**config.mk**
```make
export PLATFORM = sky130hd
export DESIGN_NAME = uhc_port
export DESIGN_NICKNAME = d
export VERILOG_FILES = /design/src/hw/uhc_pkg.sv /design/src/hw/uhc_port.sv
export SDC_FILE = /design/constraint.sdc
export NUM_CORES = 1
export LEC_CHECK = 0
export ABC_AREA = 1
export BUFFER_PORTS_ARGS = -buffer_cell sky130_fd_sc_hd__buf_2
export CAP_MARGIN = 0
export CORE_MARGIN = 8
export CORE_UTILIZATION = 60
export DETAILED_ROUTE_END_ITERATION = 7
export PLACE_DENSITY = 0.82
export SLEW_MARGIN = 40
export SYNTH_ARGS = -nofsm -noshare
export SYNTH_HDL_FRONTEND = slang
export SYNTH_SLANG_ARGS = --single-unit
```
**constraint.sdc**
```tcl
create_clock -name clk_i -period 7.1 [get_ports clk_i]
set_input_delay 1.065 -clock clk_i [delete_from_list [all_inputs] [get_ports clk_i]]
set_output_delay 1.065 -clock clk_i [all_outputs]
set_load 0.005 [all_outputs]
```
**src/hw/uhc_pkg.sv**
```systemverilog
`default_nettype none
// Shared constants and types for the hub command port
package uhc_pkg;
	// Slave addresses, seven bits each
	localparam logic [6:0] CMD_ADDR  = 7'h1B;   // Command transfers
	localparam logic [6:0] DATA_ADDR = 7'h1A;   // Data transfers
	// Bit counter value of the last bit in a byte
	localparam logic [2:0] LAST_BIT  = 3'h7;
	// Data phase byte index reset value and ceiling
	localparam logic [3:0] IDX_RST   = 4'h0;
	localparam logic [3:0] IDX_MAX   = 4'hF;
	// Command code bases
	localparam logic [7:0] C_SEL_EP   = 8'h00;  // Plus endpoint index
	localparam logic [7:0] C_LAST_ST  = 8'h40;  // Plus endpoint index
	localparam logic [7:0] C_EP_ST    = 8'h80;  // Plus endpoint index
	localparam logic [7:0] C_EP_LAST  = 8'h0D;  // Highest endpoint index
	localparam logic [7:0] C_SET_ADDR = 8'hD0;  // Four codes
	localparam logic [7:0] C_EP_EN    = 8'hD8;
	localparam logic [7:0] C_PORT_CLR = 8'hE0;  // Four codes
	localparam logic [7:0] C_PORT_SET = 8'hE8;  // Four codes
	localparam logic [7:0] C_BUF      = 8'hF0;
	localparam logic [7:0] C_ACK_SU   = 8'hF1;
	localparam logic [7:0] C_CLR_BUF  = 8'hF2;
	localparam logic [7:0] C_MODE     = 8'hF3;
	localparam logic [7:0] C_IRQ_RD   = 8'hF4;
	localparam logic [7:0] C_FRAME    = 8'hF5;
	localparam logic [7:0] C_RESUME   = 8'hF6;
	localparam logic [7:0] C_CHG_BITS = 8'hF7;
	localparam logic [7:0] C_VALIDATE = 8'hFA;
	localparam logic [7:0] CMD_RST    = 8'hFF;  // No command yet
	// Timing: system clock and fastest serial clock
	localparam int CLK_HZ     = 250_000_000;
	localparam int SCL_MAX_HZ = 1_000_000;
	// Clock cycles in the shortest serial clock half period
	localparam int SCL_HALF_CYC = CLK_HZ / (2 * SCL_MAX_HZ);
	// Receive buffer depth
	localparam int BUF_DEPTH = 2;

	// Decoded meaning of a command code
	typedef enum logic [4:0] {
		CL_UNKNOWN, CL_SET_ADDR, CL_EP_EN, CL_SET_MODE, CL_IRQ_RD,
		CL_SEL_EP, CL_LAST_ST, CL_SET_EP_ST, CL_EP_ST, CL_BUF_RD,
		CL_BUF_WR, CL_ACK_SETUP, CL_CLR_BUF, CL_VALIDATE, CL_PORT_CLR,
		CL_PORT_ST, CL_PORT_SET, CL_CHG_BITS, CL_RESUME, CL_FRAME
	} uhc_class_e;

	// Bus state of the slave
	typedef enum logic [2:0] {
		ST_IDLE, ST_ADDR, ST_ADDR_ACK, ST_RX, ST_RX_ACK, ST_TX, ST_MACK, ST_DONE
	} uhc_state_e;

	// One received byte on its way to the memory manager
	typedef struct packed {
		logic       is_cmd;   // Byte is a command code
		uhc_class_e cls;      // Command it belongs to
		logic [3:0] sel;      // Endpoint, port or function index
		logic [3:0] idx;      // Position within the data phase
		logic [7:0] data;     // The byte itself
	} uhc_word_s;
endpackage
`default_nettype wire

```
**src/hw/uhc_port.sv**
```systemverilog
// Summary of operation
// - Answer command and data addresses only
// - Transfer lasts until stop or start
// - Command address refuses read direction
// - Each command byte acknowledged and forwarded
// - Data write bytes acknowledged and forwarded
// - Data read sends bytes to master
// - Master not-acknowledge ends sending, releases data
// - Repeated start begins new transfer
// - Works with serial clock to 1 MHz
// - Assert interrupt when service is needed
// - Data meaning follows latest command code
// - Shared codes split by data direction
// - Decode initialization command codes
// - Decode data flow command codes
// - Decode buffer command codes
// - Decode hub port command codes
// - Decode general command codes
// - Interrupt output is active low
`default_nettype none
module uhc_port (
	// Clock and reset
	input  wire logic             clk_i,
	input  wire logic             rst_n_i,
	// Serial clock pin, open drain
	input  wire logic             scl_i,
	output logic                  scl_o,
	output logic                  scl_oe_o,
	// Serial data pin, open drain
	input  wire logic             sda_i,
	output logic                  sda_o,
	output logic                  sda_oe_o,
	// Interrupt pin, open drain, active low
	input  wire logic             irq_req_i,
	output logic                  int_n_o,
	output logic                  int_n_oe_o,
	// Received bytes toward the memory manager
	output logic                  rx_valid_o,
	input  wire logic             rx_ready_i,
	output uhc_pkg::uhc_word_s    rx_word_o,
	// Bytes to send to the master
	input  wire logic             tx_valid_i,
	output logic                  tx_ready_o,
	input  wire logic [7:0]       tx_data_i,
	output uhc_pkg::uhc_word_s    tx_info_o
);

	// Command decoder, direction picks among shared codes
	function automatic uhc_pkg::uhc_class_e cmd_class(input logic [7:0] c, input logic rd);
		uhc_pkg::uhc_class_e k;
		k = uhc_pkg::CL_UNKNOWN;
		if (c <= uhc_pkg::C_EP_LAST)
			k = uhc_pkg::CL_SEL_EP;
		else if (c >= uhc_pkg::C_LAST_ST && c <= (uhc_pkg::C_LAST_ST | uhc_pkg::C_EP_LAST))
			k = rd ? uhc_pkg::CL_LAST_ST : uhc_pkg::CL_SET_EP_ST;
		else if (c >= uhc_pkg::C_EP_ST && c <= (uhc_pkg::C_EP_ST | uhc_pkg::C_EP_LAST))
			k = uhc_pkg::CL_EP_ST;
		else if (c[7:2] == uhc_pkg::C_SET_ADDR[7:2])
			k = uhc_pkg::CL_SET_ADDR;
		else if (c[7:2] == uhc_pkg::C_PORT_CLR[7:2])
			k = rd ? uhc_pkg::CL_PORT_ST : uhc_pkg::CL_PORT_CLR;
		else if (c[7:2] == uhc_pkg::C_PORT_SET[7:2])
			k = uhc_pkg::CL_PORT_SET;
		else
		begin
			case (c)
				uhc_pkg::C_EP_EN:    k = uhc_pkg::CL_EP_EN;
				uhc_pkg::C_MODE:     k = uhc_pkg::CL_SET_MODE;
				uhc_pkg::C_IRQ_RD:   k = uhc_pkg::CL_IRQ_RD;
				uhc_pkg::C_BUF:      k = rd ? uhc_pkg::CL_BUF_RD : uhc_pkg::CL_BUF_WR;
				uhc_pkg::C_ACK_SU:   k = uhc_pkg::CL_ACK_SETUP;
				uhc_pkg::C_CLR_BUF:  k = uhc_pkg::CL_CLR_BUF;
				uhc_pkg::C_VALIDATE: k = uhc_pkg::CL_VALIDATE;
				uhc_pkg::C_CHG_BITS: k = uhc_pkg::CL_CHG_BITS;
				uhc_pkg::C_RESUME:   k = uhc_pkg::CL_RESUME;
				uhc_pkg::C_FRAME:    k = uhc_pkg::CL_FRAME;
				default:             k = uhc_pkg::CL_UNKNOWN;
			endcase
		end
		return k;
	endfunction

	// Pin synchronisers, two stages each
	logic [1:0]           scl_sync_r;   // Serial clock stages
	logic [1:0]           sda_sync_r;   // Serial data stages
	logic                 scl_d_r;      // Serial clock, one cycle older
	logic                 sda_d_r;      // Serial data, one cycle older
	// Bus engine state
	uhc_pkg::uhc_state_e  st_r;         // Bus state
	logic [2:0]           bit_cnt_r;    // Bits seen in this byte
	logic [7:0]           sh_r;         // Shift register
	logic                 byte_done_r;  // Eighth bit clocked, waiting for low clock
	logic                 is_cmd_r;     // Current transfer is at command address
	logic                 rw_r;         // Current transfer direction, one reads
	logic                 load_r;       // Next byte to send is wanted
	logic                 mack_r;       // Master answered the last byte
	logic                 mack_seen_r;  // Acknowledge bit clocked, ours or the master's
	logic                 sda_oe_r;     // Holding data low
	logic                 scl_oe_r;     // Stretching the clock
	logic [7:0]           cmd_r;        // Latest command code
	logic [3:0]           idx_r;        // Data phase byte count
	logic                 irq_r;        // Registered interrupt request
	// Derived events
	logic                 scl_s;        // Synchronised serial clock
	logic                 sda_s;        // Synchronised serial data
	logic                 scl_rise;     // Serial clock rising edge
	logic                 start_det;    // Start or repeated start
	logic                 stop_det;     // Stop
	logic                 push;         // Received byte enters buffer
	logic                 pop;          // Buffer word taken
	uhc_pkg::uhc_word_s   push_word;    // Word to store
	// Receive buffer
	uhc_pkg::uhc_word_s   buf_r [uhc_pkg::BUF_DEPTH];  // Storage
	logic                 wp_r;         // Write index
	logic                 rp_r;         // Read index
	logic [1:0]           cnt_r;        // Occupancy
	logic                 buf_ready;    // Room for one more

	// Two flops on each pin, margin is ample at the fastest serial clock
	always_ff @(posedge clk_i)
	begin
		if (!rst_n_i)
		begin
			scl_sync_r <= 2'h3;
			sda_sync_r <= 2'h3;
			scl_d_r    <= 1'h1;
			sda_d_r    <= 1'h1;
		end
		else
		begin
			scl_sync_r <= {scl_sync_r[0], scl_i};
			sda_sync_r <= {sda_sync_r[0], sda_i};
			scl_d_r    <= scl_sync_r[1];
			sda_d_r    <= sda_sync_r[1];
		end
	end

	// Edge and condition detection on synchronised levels
	assign scl_s     = scl_sync_r[1];
	assign sda_s     = sda_sync_r[1];
	assign scl_rise  = scl_s && !scl_d_r;
	assign start_det = scl_s && scl_d_r && sda_d_r && !sda_s;
	assign stop_det  = scl_s && scl_d_r && !sda_d_r && sda_s;

	// Byte ready for the buffer once the clock is low after bit eight
	assign push = (st_r == uhc_pkg::ST_RX) && byte_done_r && !scl_s && buf_ready;
	// Next send byte taken while the clock is low
	assign tx_ready_o = (st_r == uhc_pkg::ST_TX) && load_r && !scl_s;

	// Word to forward, data meaning follows the latest command
	always_comb
	begin
		push_word        = '0;
		push_word.is_cmd = is_cmd_r;
		push_word.data   = sh_r;
		push_word.idx    = idx_r;
		if (is_cmd_r)
		begin
			push_word.cls = cmd_class(sh_r, 1'b0);
			push_word.sel = sh_r[3:0];
		end
		else
		begin
			push_word.cls = cmd_class(cmd_r, 1'b0);
			push_word.sel = cmd_r[3:0];
		end
	end

	// Bus engine
	always_ff @(posedge clk_i)
	begin
		if (!rst_n_i)
		begin
			st_r        <= uhc_pkg::ST_IDLE;
			bit_cnt_r   <= '0;
			sh_r        <= '0;
			byte_done_r <= 1'b0;
			is_cmd_r    <= 1'b0;
			rw_r        <= 1'b0;
			load_r      <= 1'b0;
			mack_r      <= 1'b0;
			mack_seen_r <= 1'b0;
			sda_oe_r    <= 1'b0;
			scl_oe_r    <= 1'b0;
		end
		else if (stop_det)
		begin
			// Stop ends any transfer and releases both lines
			st_r     <= uhc_pkg::ST_IDLE;
			sda_oe_r <= 1'b0;
			scl_oe_r <= 1'b0;
			load_r   <= 1'b0;
			// Drop a half-seen acknowledge so the next transfer starts clean
			mack_seen_r <= 1'b0;
		end
		else if (start_det)
		begin
			// Start or repeated start opens a new address phase
			st_r        <= uhc_pkg::ST_ADDR;
			bit_cnt_r   <= '0;
			byte_done_r <= 1'b0;
			sda_oe_r    <= 1'b0;
			scl_oe_r    <= 1'b0;
			load_r      <= 1'b0;
			mack_seen_r <= 1'b0;
		end
		else
		begin
			case (st_r)
				uhc_pkg::ST_ADDR, uhc_pkg::ST_RX:
				begin
					// Sample bits most significant first on rising clock
					if (scl_rise && !byte_done_r)
					begin
						sh_r        <= {sh_r[6:0], sda_s};
						bit_cnt_r   <= bit_cnt_r + 3'h1;
						byte_done_r <= (bit_cnt_r == uhc_pkg::LAST_BIT);
					end
					else if (byte_done_r && !scl_s && st_r == uhc_pkg::ST_ADDR)
					begin
						byte_done_r <= 1'b0;
						is_cmd_r    <= (sh_r[7:1] == uhc_pkg::CMD_ADDR);
						rw_r        <= sh_r[0];
						// Answer only our two addresses, command write only
						if ((sh_r[7:1] == uhc_pkg::CMD_ADDR && !sh_r[0]) || sh_r[7:1] == uhc_pkg::DATA_ADDR)
						begin
							sda_oe_r <= 1'b1;
							st_r     <= uhc_pkg::ST_ADDR_ACK;
						end
						else
							st_r <= uhc_pkg::ST_DONE;
					end
					else if (byte_done_r && !scl_s)
					begin
						// Stretch the clock while the buffer is full
						if (push)
						begin
							byte_done_r <= 1'b0;
							sda_oe_r    <= 1'b1;
							scl_oe_r    <= 1'b0;
							st_r        <= uhc_pkg::ST_RX_ACK;
						end
						else
							scl_oe_r <= 1'b1;
					end
				end
				uhc_pkg::ST_ADDR_ACK, uhc_pkg::ST_RX_ACK:
				begin
					// Release acknowledge after its clock pulse
					if (scl_rise)
						mack_seen_r <= 1'b1;
					else if (mack_seen_r && !scl_s)
					begin
						mack_seen_r <= 1'b0;
						sda_oe_r    <= 1'b0;
						bit_cnt_r   <= '0;
						if (st_r == uhc_pkg::ST_ADDR_ACK && rw_r)
						begin
							st_r   <= uhc_pkg::ST_TX;
							load_r <= 1'b1;
						end
						else
							st_r <= uhc_pkg::ST_RX;
					end
				end
				uhc_pkg::ST_TX:
				begin
					if (load_r)
					begin
						// Load a byte, stretching until the source has one
						if (tx_ready_o && tx_valid_i)
						begin
							sh_r      <= tx_data_i;
							sda_oe_r  <= !tx_data_i[7];
							scl_oe_r  <= 1'b0;
							load_r    <= 1'b0;
							bit_cnt_r <= '0;
						end
						else if (!scl_s)
							scl_oe_r <= 1'b1;
					end
					else if (scl_rise)
					begin
						bit_cnt_r   <= bit_cnt_r + 3'h1;
						byte_done_r <= (bit_cnt_r == uhc_pkg::LAST_BIT);
					end
					else if (scl_d_r && !scl_s)
					begin
						// Falling clock: next bit, or free the line for the answer
						if (byte_done_r)
						begin
							byte_done_r <= 1'b0;
							sda_oe_r    <= 1'b0;
							st_r        <= uhc_pkg::ST_MACK;
						end
						else
						begin
							sh_r     <= {sh_r[6:0], 1'b0};
							sda_oe_r <= !sh_r[6];
						end
					end
				end
				uhc_pkg::ST_MACK:
				begin
					// Master low means more wanted, high ends sending
					if (scl_rise)
					begin
						mack_r      <= !sda_s;
						mack_seen_r <= 1'b1;
					end
					else if (mack_seen_r && !scl_s)
					begin
						mack_seen_r <= 1'b0;
						if (mack_r)
						begin
							st_r   <= uhc_pkg::ST_TX;
							load_r <= 1'b1;
						end
						else
							st_r <= uhc_pkg::ST_DONE;
					end
				end
				uhc_pkg::ST_IDLE, uhc_pkg::ST_DONE:
				begin
					// Lines released, wait for the next start or stop
					sda_oe_r <= 1'b0;
					scl_oe_r <= 1'b0;
				end
				default:
					st_r <= uhc_pkg::ST_IDLE;
			endcase
		end
	end

	// Latest command code and data phase position
	always_ff @(posedge clk_i)
	begin
		if (!rst_n_i)
		begin
			cmd_r <= uhc_pkg::CMD_RST;
			idx_r <= uhc_pkg::IDX_RST;
		end
		else if (st_r == uhc_pkg::ST_ADDR_ACK)
			idx_r <= uhc_pkg::IDX_RST;
		else if (push && is_cmd_r)
			cmd_r <= sh_r;
		else if ((push || (tx_ready_o && tx_valid_i)) && idx_r != uhc_pkg::IDX_MAX)
			idx_r <= idx_r + 4'h1;
	end

	// Two entry buffer toward the memory manager
	assign buf_ready = (cnt_r != 2'h2);
	assign pop       = rx_valid_o && rx_ready_i;
	always_ff @(posedge clk_i)
	begin
		if (!rst_n_i)
		begin
			wp_r  <= 1'b0;
			rp_r  <= 1'b0;
			cnt_r <= 2'h0;
		end
		else
		begin
			if (push)
			begin
				buf_r[wp_r] <= push_word;
				wp_r        <= !wp_r;
			end
			if (pop)
				rp_r <= !rp_r;
			if (push && !pop)
				cnt_r <= cnt_r + 2'h1;
			else if (pop && !push)
				cnt_r <= cnt_r - 2'h1;
		end
	end
	assign rx_valid_o = (cnt_r != 2'h0);
	assign rx_word_o  = rx_valid_o ? buf_r[rp_r] : '0;

	// Context for the byte being sent, read variant of the command
	always_ff @(posedge clk_i)
	begin
		if (!rst_n_i)
			tx_info_o <= '0;
		else
		begin
			tx_info_o.is_cmd <= 1'b0;
			tx_info_o.cls    <= cmd_class(cmd_r, 1'b1);
			tx_info_o.sel    <= cmd_r[3:0];
			tx_info_o.idx    <= idx_r;
			tx_info_o.data   <= '0;
		end
	end

	// Interrupt line pulled low while service is requested
	always_ff @(posedge clk_i)
	begin
		if (!rst_n_i)
			irq_r <= 1'b0;
		else
			irq_r <= irq_req_i;
	end

	// Open drain pins only ever pull low
	assign scl_o      = 1'b0;
	assign sda_o      = 1'b0;
	assign scl_oe_o   = scl_oe_r;
	assign sda_oe_o   = sda_oe_r;
	assign int_n_o    = 1'b0;
	assign int_n_oe_o = irq_r;

endmodule
`default_nettype wire

```
**Word-level counts from Yosys, hierarchy flattened**

Memory sizes are Yosys's and may differ from the RTL's. A register that Yosys moved wholly into a read port is not among the register bits.
Cells that the tools add are included.

- Muxes and demuxes: 102
- $add $sub $neg: 4
- Magnitude comparators: 10
- Equal/unequal tests: 78
- Bitwise operators: 6
- Reduce and logical (&&, ||, !) cells: 77

Operators by type and width:

| operator | count |
|---|---|
| $eq 8x8->1 const B | 20 |
| $pmux 5 s10 | 3 |
| $mux 5 | 18 |
| $mux 3 | 21 |
| $mux 8 | 6 |
| $mux 1 | 42 |
| $ne 3x3->1 const B | 14 |
| $eq 6x6->1 const B | 6 |
| $ne 2x2->1 const B | 15 |
| $logic_and 1x1->1 | 28 |
| $reduce_and 12->1 | 2 |
| $mux 22 | 1 |
| $ge 8x7->1 const B | 2 |
| $ge 8x8->1 const B | 2 |
| $le 8x4->1 const B | 2 |
| $le 8x7->1 const B | 2 |
| $le 8x8->1 const B | 2 |
| $ne 4x4->1 const B | 4 |
| $pmux 8 s2 | 1 |
| $eq 3x3->1 const B | 5 |
| $eq 7x5->1 const B | 2 |
| $reduce_and 7->1 | 2 |
| $logic_not 1->1 | 12 |
| $ne 3x2->1 const B | 4 |
| other kinds (32) | 61 |

- Input bits: 15
- Memories: 1
- Bits in registers: 67
- Memory bits (writable): 44

Memories:

| name | depth | bits a word | read ports | clocked after Yosys merged registers in | wr ports | line | RTL |
|---|---|---|---|---|---|---|---|
| buf_r | 2 | 22 | 1 | 1 | 1 | uhc_port.sv:113 | `uhc_pkg::uhc_word_s buf_r [uhc_pkg::BUF_DEPTH];` |

**Logic depth before layout (Yosys ltp)**

Gate-level depths: netlist of the first run.

- Depth after elaboration: 10
- Mapped depth: 13
- Depth with buffers taken out: 12

**Worst setup path before layout of the first run**

OpenSTA, ideal clock, no wires.

- Path kind: input port to flip-flop
- Start point: input port rst_n_i
- End point: memory buf_r[1][0] (netlist bit), enable pin
- Library setup time: 0.429 ns
- Arrival time: 2.887 ns
- Slack: 3.784 ns
- Data required time: 6.671 ns
- Stages on the path: 3
- Path through: inv_1 -> clkbuf_1 -> nor3_1

- Cells in the longest elaborated chain, start to end: 2

Ends and longest elaborated chain:

| item | line | RTL |
|---|---|---|
| start: declaration | uhc_port.sv:24 | `input wire logic rst_n_i,` |
| $mux 1 | uhc_port.sv:356 | `if (!rst_n_i)` |
| $mux 1 (not written as such) | uhc_port.sv:366 | `buf_r[wp_r] <= push_word;` |
| end: declaration | uhc_port.sv:113 |  |

Every way passes these cells.

==> reports/metrics.csv, run 1 <==
metric,value,unit
length of the first detailed-routing pass in iterations,5,
post-synthesis sequential area ratio,0.4787,
row cnt,34,
"Clk pin slew, worst setup/hold paths",0.09,ns
Core Region,8593,sq um
die area,11960,sq um
residual DRC count,0,
Seq cells post-synth,103,
"Hold Violations, Final",0,
crit path cell chain,inv_1 -> nand2_1 -> a21oi_1 -> buf_2,
Final Power,1.574,mW
CTS tree,done,
CP max stage cell,inv_1,
hpwl dp,9.165,mm
Synth area leaders,"edfxtp_1 (25%), dfxtp_1 (23%), nand2_1 (12%)",
sw power,0.6123,mW
outcome,"finished, final reports clean",
# resized after CTS,0,
Top Ports,67,
dominant cell type by area after synthesis,edfxtp_1,
Clock Tree Root,clkbuf_8,
Final Cycle Share,0.4092,
hold crit path type,flop to flop,
initial core utilization,0.6083,
yosys warns,0,
Die Span X,109.3,um
Achievable Freq,0.3442,GHz
Async SR Flop Fraction,0,
clk buf depth,2,
Comb power frac,0.311,
drt initial violations,305,
Avg WL per Cell,14.70,um
Synth Cell Area,5228,sq um
worst setup path category,flop to output pin,
worst path arrival time,1.84,ns
diodes inserted,0,
area delta synth->final,8.425,%
initial antenna violation count,0,
setup violators final,0,
Synth Instances,671,
first-pass GRT wire length,20.07,mm
Worst-Margin Slew,0.6997,ns
clk_skew,0.01990,ns
later-pin clock latency in the skew report,0.38,ns
vias,4525,
Worst Path Required,6.03,ns
startpoint types,flop,
GRT Total Usage,0.2108,
Worst Path Buf+Inv,2,
TNS Setup,0,ns
Pins Over Slew Limit,0,
H-Tree Level Count,3,
Final ANT Viol Nets,0,
Rel. slew slack,0.5329,
Mapped Avg Cell Area,7.791,sq um
total gr overflow,0,
register share of total power,0.472,
Sw Share,0.3892,
postcts setup bufs,0,
number of global-route vias before repair,4275,
drt total wl,12.18,mm
CP max stage delay,0.58,ns
Setup crit end kind,output pin,
final hold slack,0.4354,ns
share of cells above drive strength 1,0.1498,
Post-CTS Hold Fix Bufs,0,
Max Fanout on Critical Path,23,
Post-synth EDFFs,44,
largest net degree at the start of global routing,33,
final net count,735,
total CTS buffers,9,
Static Leakage,2.654,nW
die height,109.3,um
top_reg_cell synth,dfxtp_1,
fin crit period,2.905,ns
Worst VDD drop,0.1873,mV
RSZ-0062 raised after global routing,false,
GPL Wtd Cong,0.9379,
largest delay contributor family on the critical path,buffers and inverters,
clock share of power,0.217,
Num Clock Sinks,103,
Port Buf Inserts,54,
Cell variety after synth,43,
pwr dens,277.6,nW/um^2
Int Power,0.9612,mW
vias per cell,5.458,
Max-cap violations,0,
post-synth top area share,0.2528,
-- worst reg2reg max path, cell delays in order (launching register included) --
cell and delay [ns]:
dfxtp_1 0.61, nand4_1 0.61, nand2_1 0.35, nor2_4 0.08
nand3_4 0.14, nand2_1 0.08, nand2_1 0.07, nor2_1 0.04
-- cell usage after synthesis, types with 4 or more instances --
| cell type | count |
|---|---|
| o21ai_0 | 43 |
| nand2_1 | 172 |
| nand4_1 | 14 |
| nand3_1 | 36 |
| or2_2 | 4 |
| nor3_1 | 10 |
| buf_6 | 5 |
| inv_1 | 62 |
| dfxtp_1 | 59 |
| buf_4 | 13 |
| a21oi_1 | 50 |
| nor2_4 | 4 |
| nor2_1 | 89 |
| nand2_2 | 4 |
| nand3_4 | 4 |
| ha_1 | 4 |
| clkbuf_1 | 13 |
| edfxtp_1 | 44 |
-- per-layer routing --
layer / part of all wire / wire, um / global-route usage
met5: 0 / 0 / 0
met4: 0.022 / 268 / 0.08100
met3: 0.058 / 709 / 0.03458
met2: 0.51 / 6178 / 0.3738
met1: 0.41 / 5026 / 0.2500
-- power by group through the flow --
stage / clock, mW / combinational, mW / sequential, mW
2_1_floorplan: 0 / 0.417 / 0.710
3_3_place_gp: 0 / 0.476 / 0.753
3_5_place_dp: 0 / 0.485 / 0.755
4_1_cts: 0.347 / 0.487 / 0.741
5_1_grt: 0.369 / 0.559 / 0.748
6_report: 0.341 / 0.490 / 0.743
-- area by class of cell --
cell class / count / area [sq um]
inverter: 69 / 267.8
tap: 108 / 135.1
timing repair buffer: 57 / 292.8
multi-input combinational: 476 / 2286
clock inverter: 6 / 55.05
clock buffer: 10 / 127.6
fill: 758 / 2925
sequential: 103 / 2504
-- layout by cell type (no fill, tap or decap), types with 2 or more instances in the layout --
master / count
or2_2: 4
o21ai_1: 3
clkbuf_8: 9
nor2_8: 2
nor4_1: 2
a21oi_1: 50
nand4_1: 14
ha_1: 4
o21ai_0: 43
nor2_1: 89
nor2_2: 3
nand3_4: 4
inv_1: 62
dfxtp_1: 58
clkinv_2: 4
xor2_1: 2
inv_6: 2
conb_1: 12
nand3_1: 36
nand2_4: 3
buf_4: 3
nor3_1: 9
nor2_4: 4
nand2_2: 4
nand3b_1: 2
o211ai_1: 2
inv_4: 2
buf_2: 54
edfxtp_1: 44
nand2_1: 172
nor3_2: 2
-- state kept, by name, summed over array words and instances, names as in the netlist, 2 cells and up, named ones only --
register,flops
buf_r,44
tx_info_o,13
cmd_r,8
sh_r,8
idx_r,4
bit_cnt_r,3
st_r,3
cnt_r,2
scl_sync_r,2
sda_sync_r,2
-- metrics by stage --
step | cells | setup WS (ns) | instance area, sq um | util
after floorplan | 682 | 3.784 | 5269 | -
after global placement | 813 | 4.242 | 5484 | 0.6382
after detailed placement | 813 | 4.137 | 5484 | 0.6382
after CTS | 829 | 3.817 | 5667 | 0.6594
after global routing | 829 | 3.987 | 5668 | 0.6596
final | 829 | 4.195 | 5668 | 0.6596
-- worst paths after layout --
kind	from	to	slack, ns	cells past startpoint
worst min-delay path	scl_sync_r[0]	scl_sync_r[1]	0.44	1
worst max-delay path	flop	rx_word_o[6]	4.20	4
worst max register to register	scl_sync_r[1]	sh_r[2]	5.03	7
worst min register to register	scl_sync_r[0]	scl_sync_r[1]	0.44	1
-- cells by family (layout without fill, tap and decap cells) --
family | Yosys count | in the layout | share of synthesized area
XOR/XNOR | 3 | 3 | 0.005027
other | 1 | 12 | 0.0007174
flip-flops | 103 | 103 | 0.4787
AO/OA/AOI/OAI | 104 | 104 | 0.1039
buffers and inverters | 103 | 142 | 0.09286
adder cells (fa/ha/maj) | 4 | 4 | 0.009574
AND/OR/NAND/NOR | 353 | 353 | 0.3092
Note: power is estimated with default switching activity, not from simulation.
==> run 2, diff against run 1 <==
--- a/config.mk
+++ b/config.mk
@@ -9,9 +9,9 @@
 export BUFFER_PORTS_ARGS = -buffer_cell sky130_fd_sc_hd__buf_2
 export CAP_MARGIN = 0
 export CORE_MARGIN = 8
-export CORE_UTILIZATION = 60
+export CORE_UTILIZATION = 52
 export DETAILED_ROUTE_END_ITERATION = 7
-export PLACE_DENSITY = 0.82
+export PLACE_DENSITY = 0.76
 export SLEW_MARGIN = 40
 export SYNTH_ARGS = -nofsm -noshare
 export SYNTH_HDL_FRONTEND = slang
==> constraint.sdc (replaced) <==
create_clock -name clk_i -period 2.4 [get_ports clk_i]
set_input_delay 0.36 -clock clk_i [delete_from_list [all_inputs] [get_ports clk_i]]
set_output_delay 0.36 -clock clk_i [all_outputs]
set_load 0.005 [all_outputs]
==> run 2 against run 1 <==
Effect of this change: clock-buffer cell count stayed put; via count up 1.4%; first-iteration DRC count down 7.9%; worst setup slack lost 3.9 ns; clock skew decreased by 0.0025 ns; utilization fell by 7.2 points; die area increased by 13%; clock power grew to 3.0 times the previous value; hold slack lost 0.28 ns; critical path type unchanged; critical endpoint is now rx_word_o[7].
==> reports/metrics.csv, run 2 (synthesis results as in run 1) <==
metric,value,unit
CTS tree,done,
vias,4590,
"Clk pin slew, worst setup/hold paths",0.11,ns
most frequent cells in the layout,"nand2_1 (172), nor2_1 (88), inv_1 (62), dfxtp_1 (59), buf_2 (54)",
startpoint types,flop,
total CTS buffers,9,
# resized after CTS,0,
Max Fanout on Critical Path,22,
"Hold Violations, Final",0,
GRT Total Usage,0.1962,
Final WS setup,0.3269,ns
Die Span X,116.3,um
Num Clock Sinks,103,
CP max stage delay,0.52,ns
Post-CTS Hold Fix Bufs,0,
drt initial violations,281,
Worst Path Buf+Inv,2,
Final ANT Viol Nets,0,
share of cells above drive strength 1,0.1568,
die area,13520,sq um
Pins Over Slew Limit,0,
CP max stage cell,inv_1,
Max-cap violations,0,
largest delay contributor family on the critical path,buffers and inverters,
hpwl dp,9.561,mm
Clock Tree Root,clkbuf_8,
postcts setup bufs,0,
Final Cycle Share,0.8638,
Top Ports,67,
Worst VDD drop,0.5125,mV
die height,116.3,um
total gr overflow,0,
fin crit period,2.073,ns
worst setup path category,flop to output pin,
Achievable Freq,0.4824,GHz
RSZ-0062 raised after global routing,false,
worst path arrival time,1.71,ns
final hold slack,0.1530,ns
pwr dens,822.4,nW/um^2
drt total wl,12.94,mm
initial core utilization,0.5348,
final net count,741,
outcome,"finished, final reports clean",
vias per cell,5.337,
Setup crit end kind,output pin,
Worst Path Required,2.04,ns
post-place setup slack,0.4928,ns
length of the first detailed-routing pass in iterations,7,
hold crit path type,input pin to flop,
later-pin clock latency in the skew report,0.38,ns
Port Buf Inserts,54,
number of fill cells,932,
clk buf depth,2,
GPL Wtd Cong,0.9832,
Worst-Margin Slew,0.7130,ns
largest net degree at the start of global routing,32,
first-pass GRT wire length,21.01,mm
crit path cell chain,inv_1 -> nand2_1 -> a21oi_1 -> buf_2,
row cnt,36,
H-Tree Level Count,3,
setup violators final,0,
residual DRC count,0,
clk_skew,0.01739,ns
Core Region,9774,sq um
area delta synth->final,9.837,%
Avg WL per Cell,15.05,um
Static Leakage,2.687,nW
Reg with most FFs,buf_r,
initial antenna violation count,0,
Rel. slew slack,0.5203,
max reg flops,44,
number of global-route vias before repair,4339,
top flop regs,"buf_r: 44 flops, tx_info_o: 13 flops",
diodes inserted,0,
most common library cell in the layout ignoring fill and taps,nand2_1,
TNS Setup,0,ns
==> run 2: final cells by class <==
cell class                 count  area (sq um)  area share
tap                          133         166.4     0.02898
timing repair buffer          63         337.8     0.05884
inverter                      69         267.8     0.04663
clock buffer                  10         127.6     0.02223
clock inverter                 6         51.30    0.008934
multi-input combinational    476          2288      0.3986
sequential                   103          2502      0.4358
==> run 2: path summary, 6_finish.rpt <==
path,start,end,slack [ns],cells after the start
worst max-delay path,flop,rx_word_o[7],0.33,4
worst min-delay path,scl_i,scl_sync_r[0],0.15,2
worst max register to register,sh_r[4],buf_r[1][18],0.47,6
worst min register to register,sda_sync_r[1],mack_r,0.42,1
==> run 2: where the power goes <==
part | switching [mW] | internal (mW)
combinational | 1.02 | 0.494
clock | 0.632 | 0.395
sequential | 0.219 | 1.96
total | 1.87 | 2.85
==> run 2: metrics by stage <==
step	cells	instance area, sq um	utilization	total power, mW
finish	860	5742	0.5874	4.722
global route	860	5742	0.5874	5.028
CTS	860	5742	0.5874	4.722
detailed placement	844	5563	0.5691	3.704
global placement	844	5563	0.5691	3.678
floorplan	682	5274	-	3.333
==> run 2: per-layer routing <==
metal,track usage,wire length [um],up-vias
li1,-,-,2273
met1,0.2348,5275,2111
met2,0.3448,6509,183
met3,0.03413,927,23
met4,0.07260,229,0
met5,0,0,-
==> run 3, diff against run 2 <==
--- a/config.mk
+++ b/config.mk
@@ -12,6 +12,7 @@
 export CORE_UTILIZATION = 52
 export DETAILED_ROUTE_END_ITERATION = 7
 export PLACE_DENSITY = 0.76
+export RECOVER_POWER = 25
 export SLEW_MARGIN = 40
 export SYNTH_ARGS = -nofsm -noshare
 export SYNTH_HDL_FRONTEND = slang
==> run 3 against run 2 <==
Effect of this change: sequential share of layout area is essentially flat; die area is the same; combinational power is essentially flat; sequential power is essentially flat; register-to-register slack is essentially flat.
==> reports/metrics.csv, run 3 (synthesis results as in run 1) <==
metric,value,unit
worst setup path category,flop to output pin,
Die Span X,116.3,um
Pins Over Slew Limit,0,
fin crit period,2.070,ns
max reg flops,44,
Reg with most FFs,buf_r,
Worst VDD drop,0.5123,mV
most common library cell in the layout ignoring fill and taps,nand2_1,
Rel. slew slack,0.04860,
CP Capture Point,rx_word_o[7],
drt initial violations,288,
number of global-route vias before repair,4339,
H-Tree Level Count,3,
Max Fanout on Critical Path,22,
reg2reg start,sh_r[4],
row cnt,36,
initial core utilization,0.5348,
top flop regs,"buf_r: 44 flops, tx_info_o: 13 flops",
worst path arrival time,1.71,ns
total CTS buffers,9,
length of the first detailed-routing pass in iterations,5,
Worst-Margin Slew,1.427,ns
hold crit path type,input pin to flop,
post-route cell area,5736,sq um
residual DRC count,0,
Setup crit end kind,output pin,
initial antenna violation count,0,
Port Buf Inserts,54,
drt total wl,12.96,mm
number of fill cells,936,
CTS tree,done,
outcome,"finished, final reports clean",
postcts setup bufs,0,
# resized after CTS,0,
Max-cap violations,0,
Final Power,4.721,mW
most frequent cells in the layout,"nand2_1 (172), nor2_1 (88), inv_1 (62), dfxtp_1 (59), buf_2 (52)",
Final Cycle Share,0.8624,
Achievable Freq,0.4832,GHz
"Hold Violations, Final",0,
Clock Tree Root,clkbuf_8,
die height,116.3,um
vias per cell,5.331,
final hold slack,0.1567,ns
Static Leakage,2.674,nW
reg-to-reg endpoint,buf_r[1][18],
Num Clock Sinks,103,
Final ANT Viol Nets,0,
clk buf depth,2,
later-pin clock latency in the skew report,0.38,ns
GPL Wtd Cong,0.9832,
utilization after layout,0.5868,
first-pass GRT wire length,21.01,mm
largest net degree at the start of global routing,32,
total gr overflow,0,
Post-CTS Hold Fix Bufs,0,
hpwl dp,9.561,mm
GRT Total Usage,0.1962,
RSZ-0062 raised after global routing,false,
TNS Setup,0,ns
area delta synth->final,9.718,%
die area,13520,sq um
Avg WL per Cell,15.07,um
R2R cell count,6,
diodes inserted,0,
final net count,741,
Top Ports,67,
reg2reg setup slack,0.46,ns
share of cells above drive strength 1,0.1527,
vias,4585,
setup violators final,0,
pwr dens,823.1,nW/um^2
Core Region,9774,sq um
clk_skew,0.01732,ns
"Clk pin slew, worst setup/hold paths",0.11,ns
startpoint types,flop,
Placed Area,5563,sq um
Worst Path Required,2.04,ns
run 3: cell types whose count changed in the layout (fill, tap and decap cells not counted), sizes merged:
cell / previous run / this run
clkbuf: 10 / 13
buf: 63 / 60
run 3: critical path, stage by stage, from the launching register on:
cell and delay (ns):
dfxtp_1 0.32, inv_1 0.52, nand2_1 0.11, a21oi_1 0.22, buf_2 0.15
run 3: layer usage:
metal  GRT usage  vias to the layer above  routed length, um
met3     0.03413                       22                930
met4     0.07260                        0                235
met1      0.2348                     2121               5304
li1            -                     2266                  -
met5           0                        -                  0
met2      0.3448                      176               6490
run 3: worst min path at each step:
| stage | startpoint | to | slack [ns] | depth (start not counted) |
|---|---|---|---|---|
| 2_1_floorplan | scl_sync_r[0] | scl_sync_r[1] | 0.39 | 1 |
| 3_5_place_dp | sda_sync_r[0] | sda_sync_r[1] | 0.40 | 1 |
| 5_1_grt | scl_i | scl_sync_r[0] | 0.16 | 2 |
| 3_3_place_gp | scl_sync_r[0] | scl_sync_r[1] | 0.40 | 1 |
| 4_1_cts | scl_i | scl_sync_r[0] | 0.15 | 2 |
| 6_report | scl_i | scl_sync_r[0] | 0.16 | 2 |
run 3: area by class of cell:
| class | count | area (sq um) | area share |
|---|---|---|---|
| sequential | 103 | 2502 | 0.4363 |
| clock inverter | 6 | 51.30 | 0.008944 |
| tap | 133 | 166.4 | 0.02901 |
| clock buffer | 10 | 127.6 | 0.02225 |
| timing repair buffer | 63 | 331.6 | 0.05781 |
| inverter | 69 | 267.8 | 0.04668 |
| multi-input combinational | 476 | 2288 | 0.3990 |
run 3: report_power, final:
group | internal (mW) | leakage [nW] | switching [mW] | total [mW]
combinational | 0.493 | 1.70 | 1.02 | 1.51
sequential | 1.96 | 0.884 | 0.220 | 2.18
clock | 0.395 | 0.0931 | 0.630 | 1.02
total | 2.85 | 2.67 | 1.87 | 4.72
run 3: per-stage QoR:
step,instances,worst slack [ns]
2_1_floorplan,682,0.06340
3_3_place_gp,844,0.5678
3_5_place_dp,844,0.4928
4_1_cts,860,0.2921
5_1_grt,860,0.1450
6_report,860,0.3303
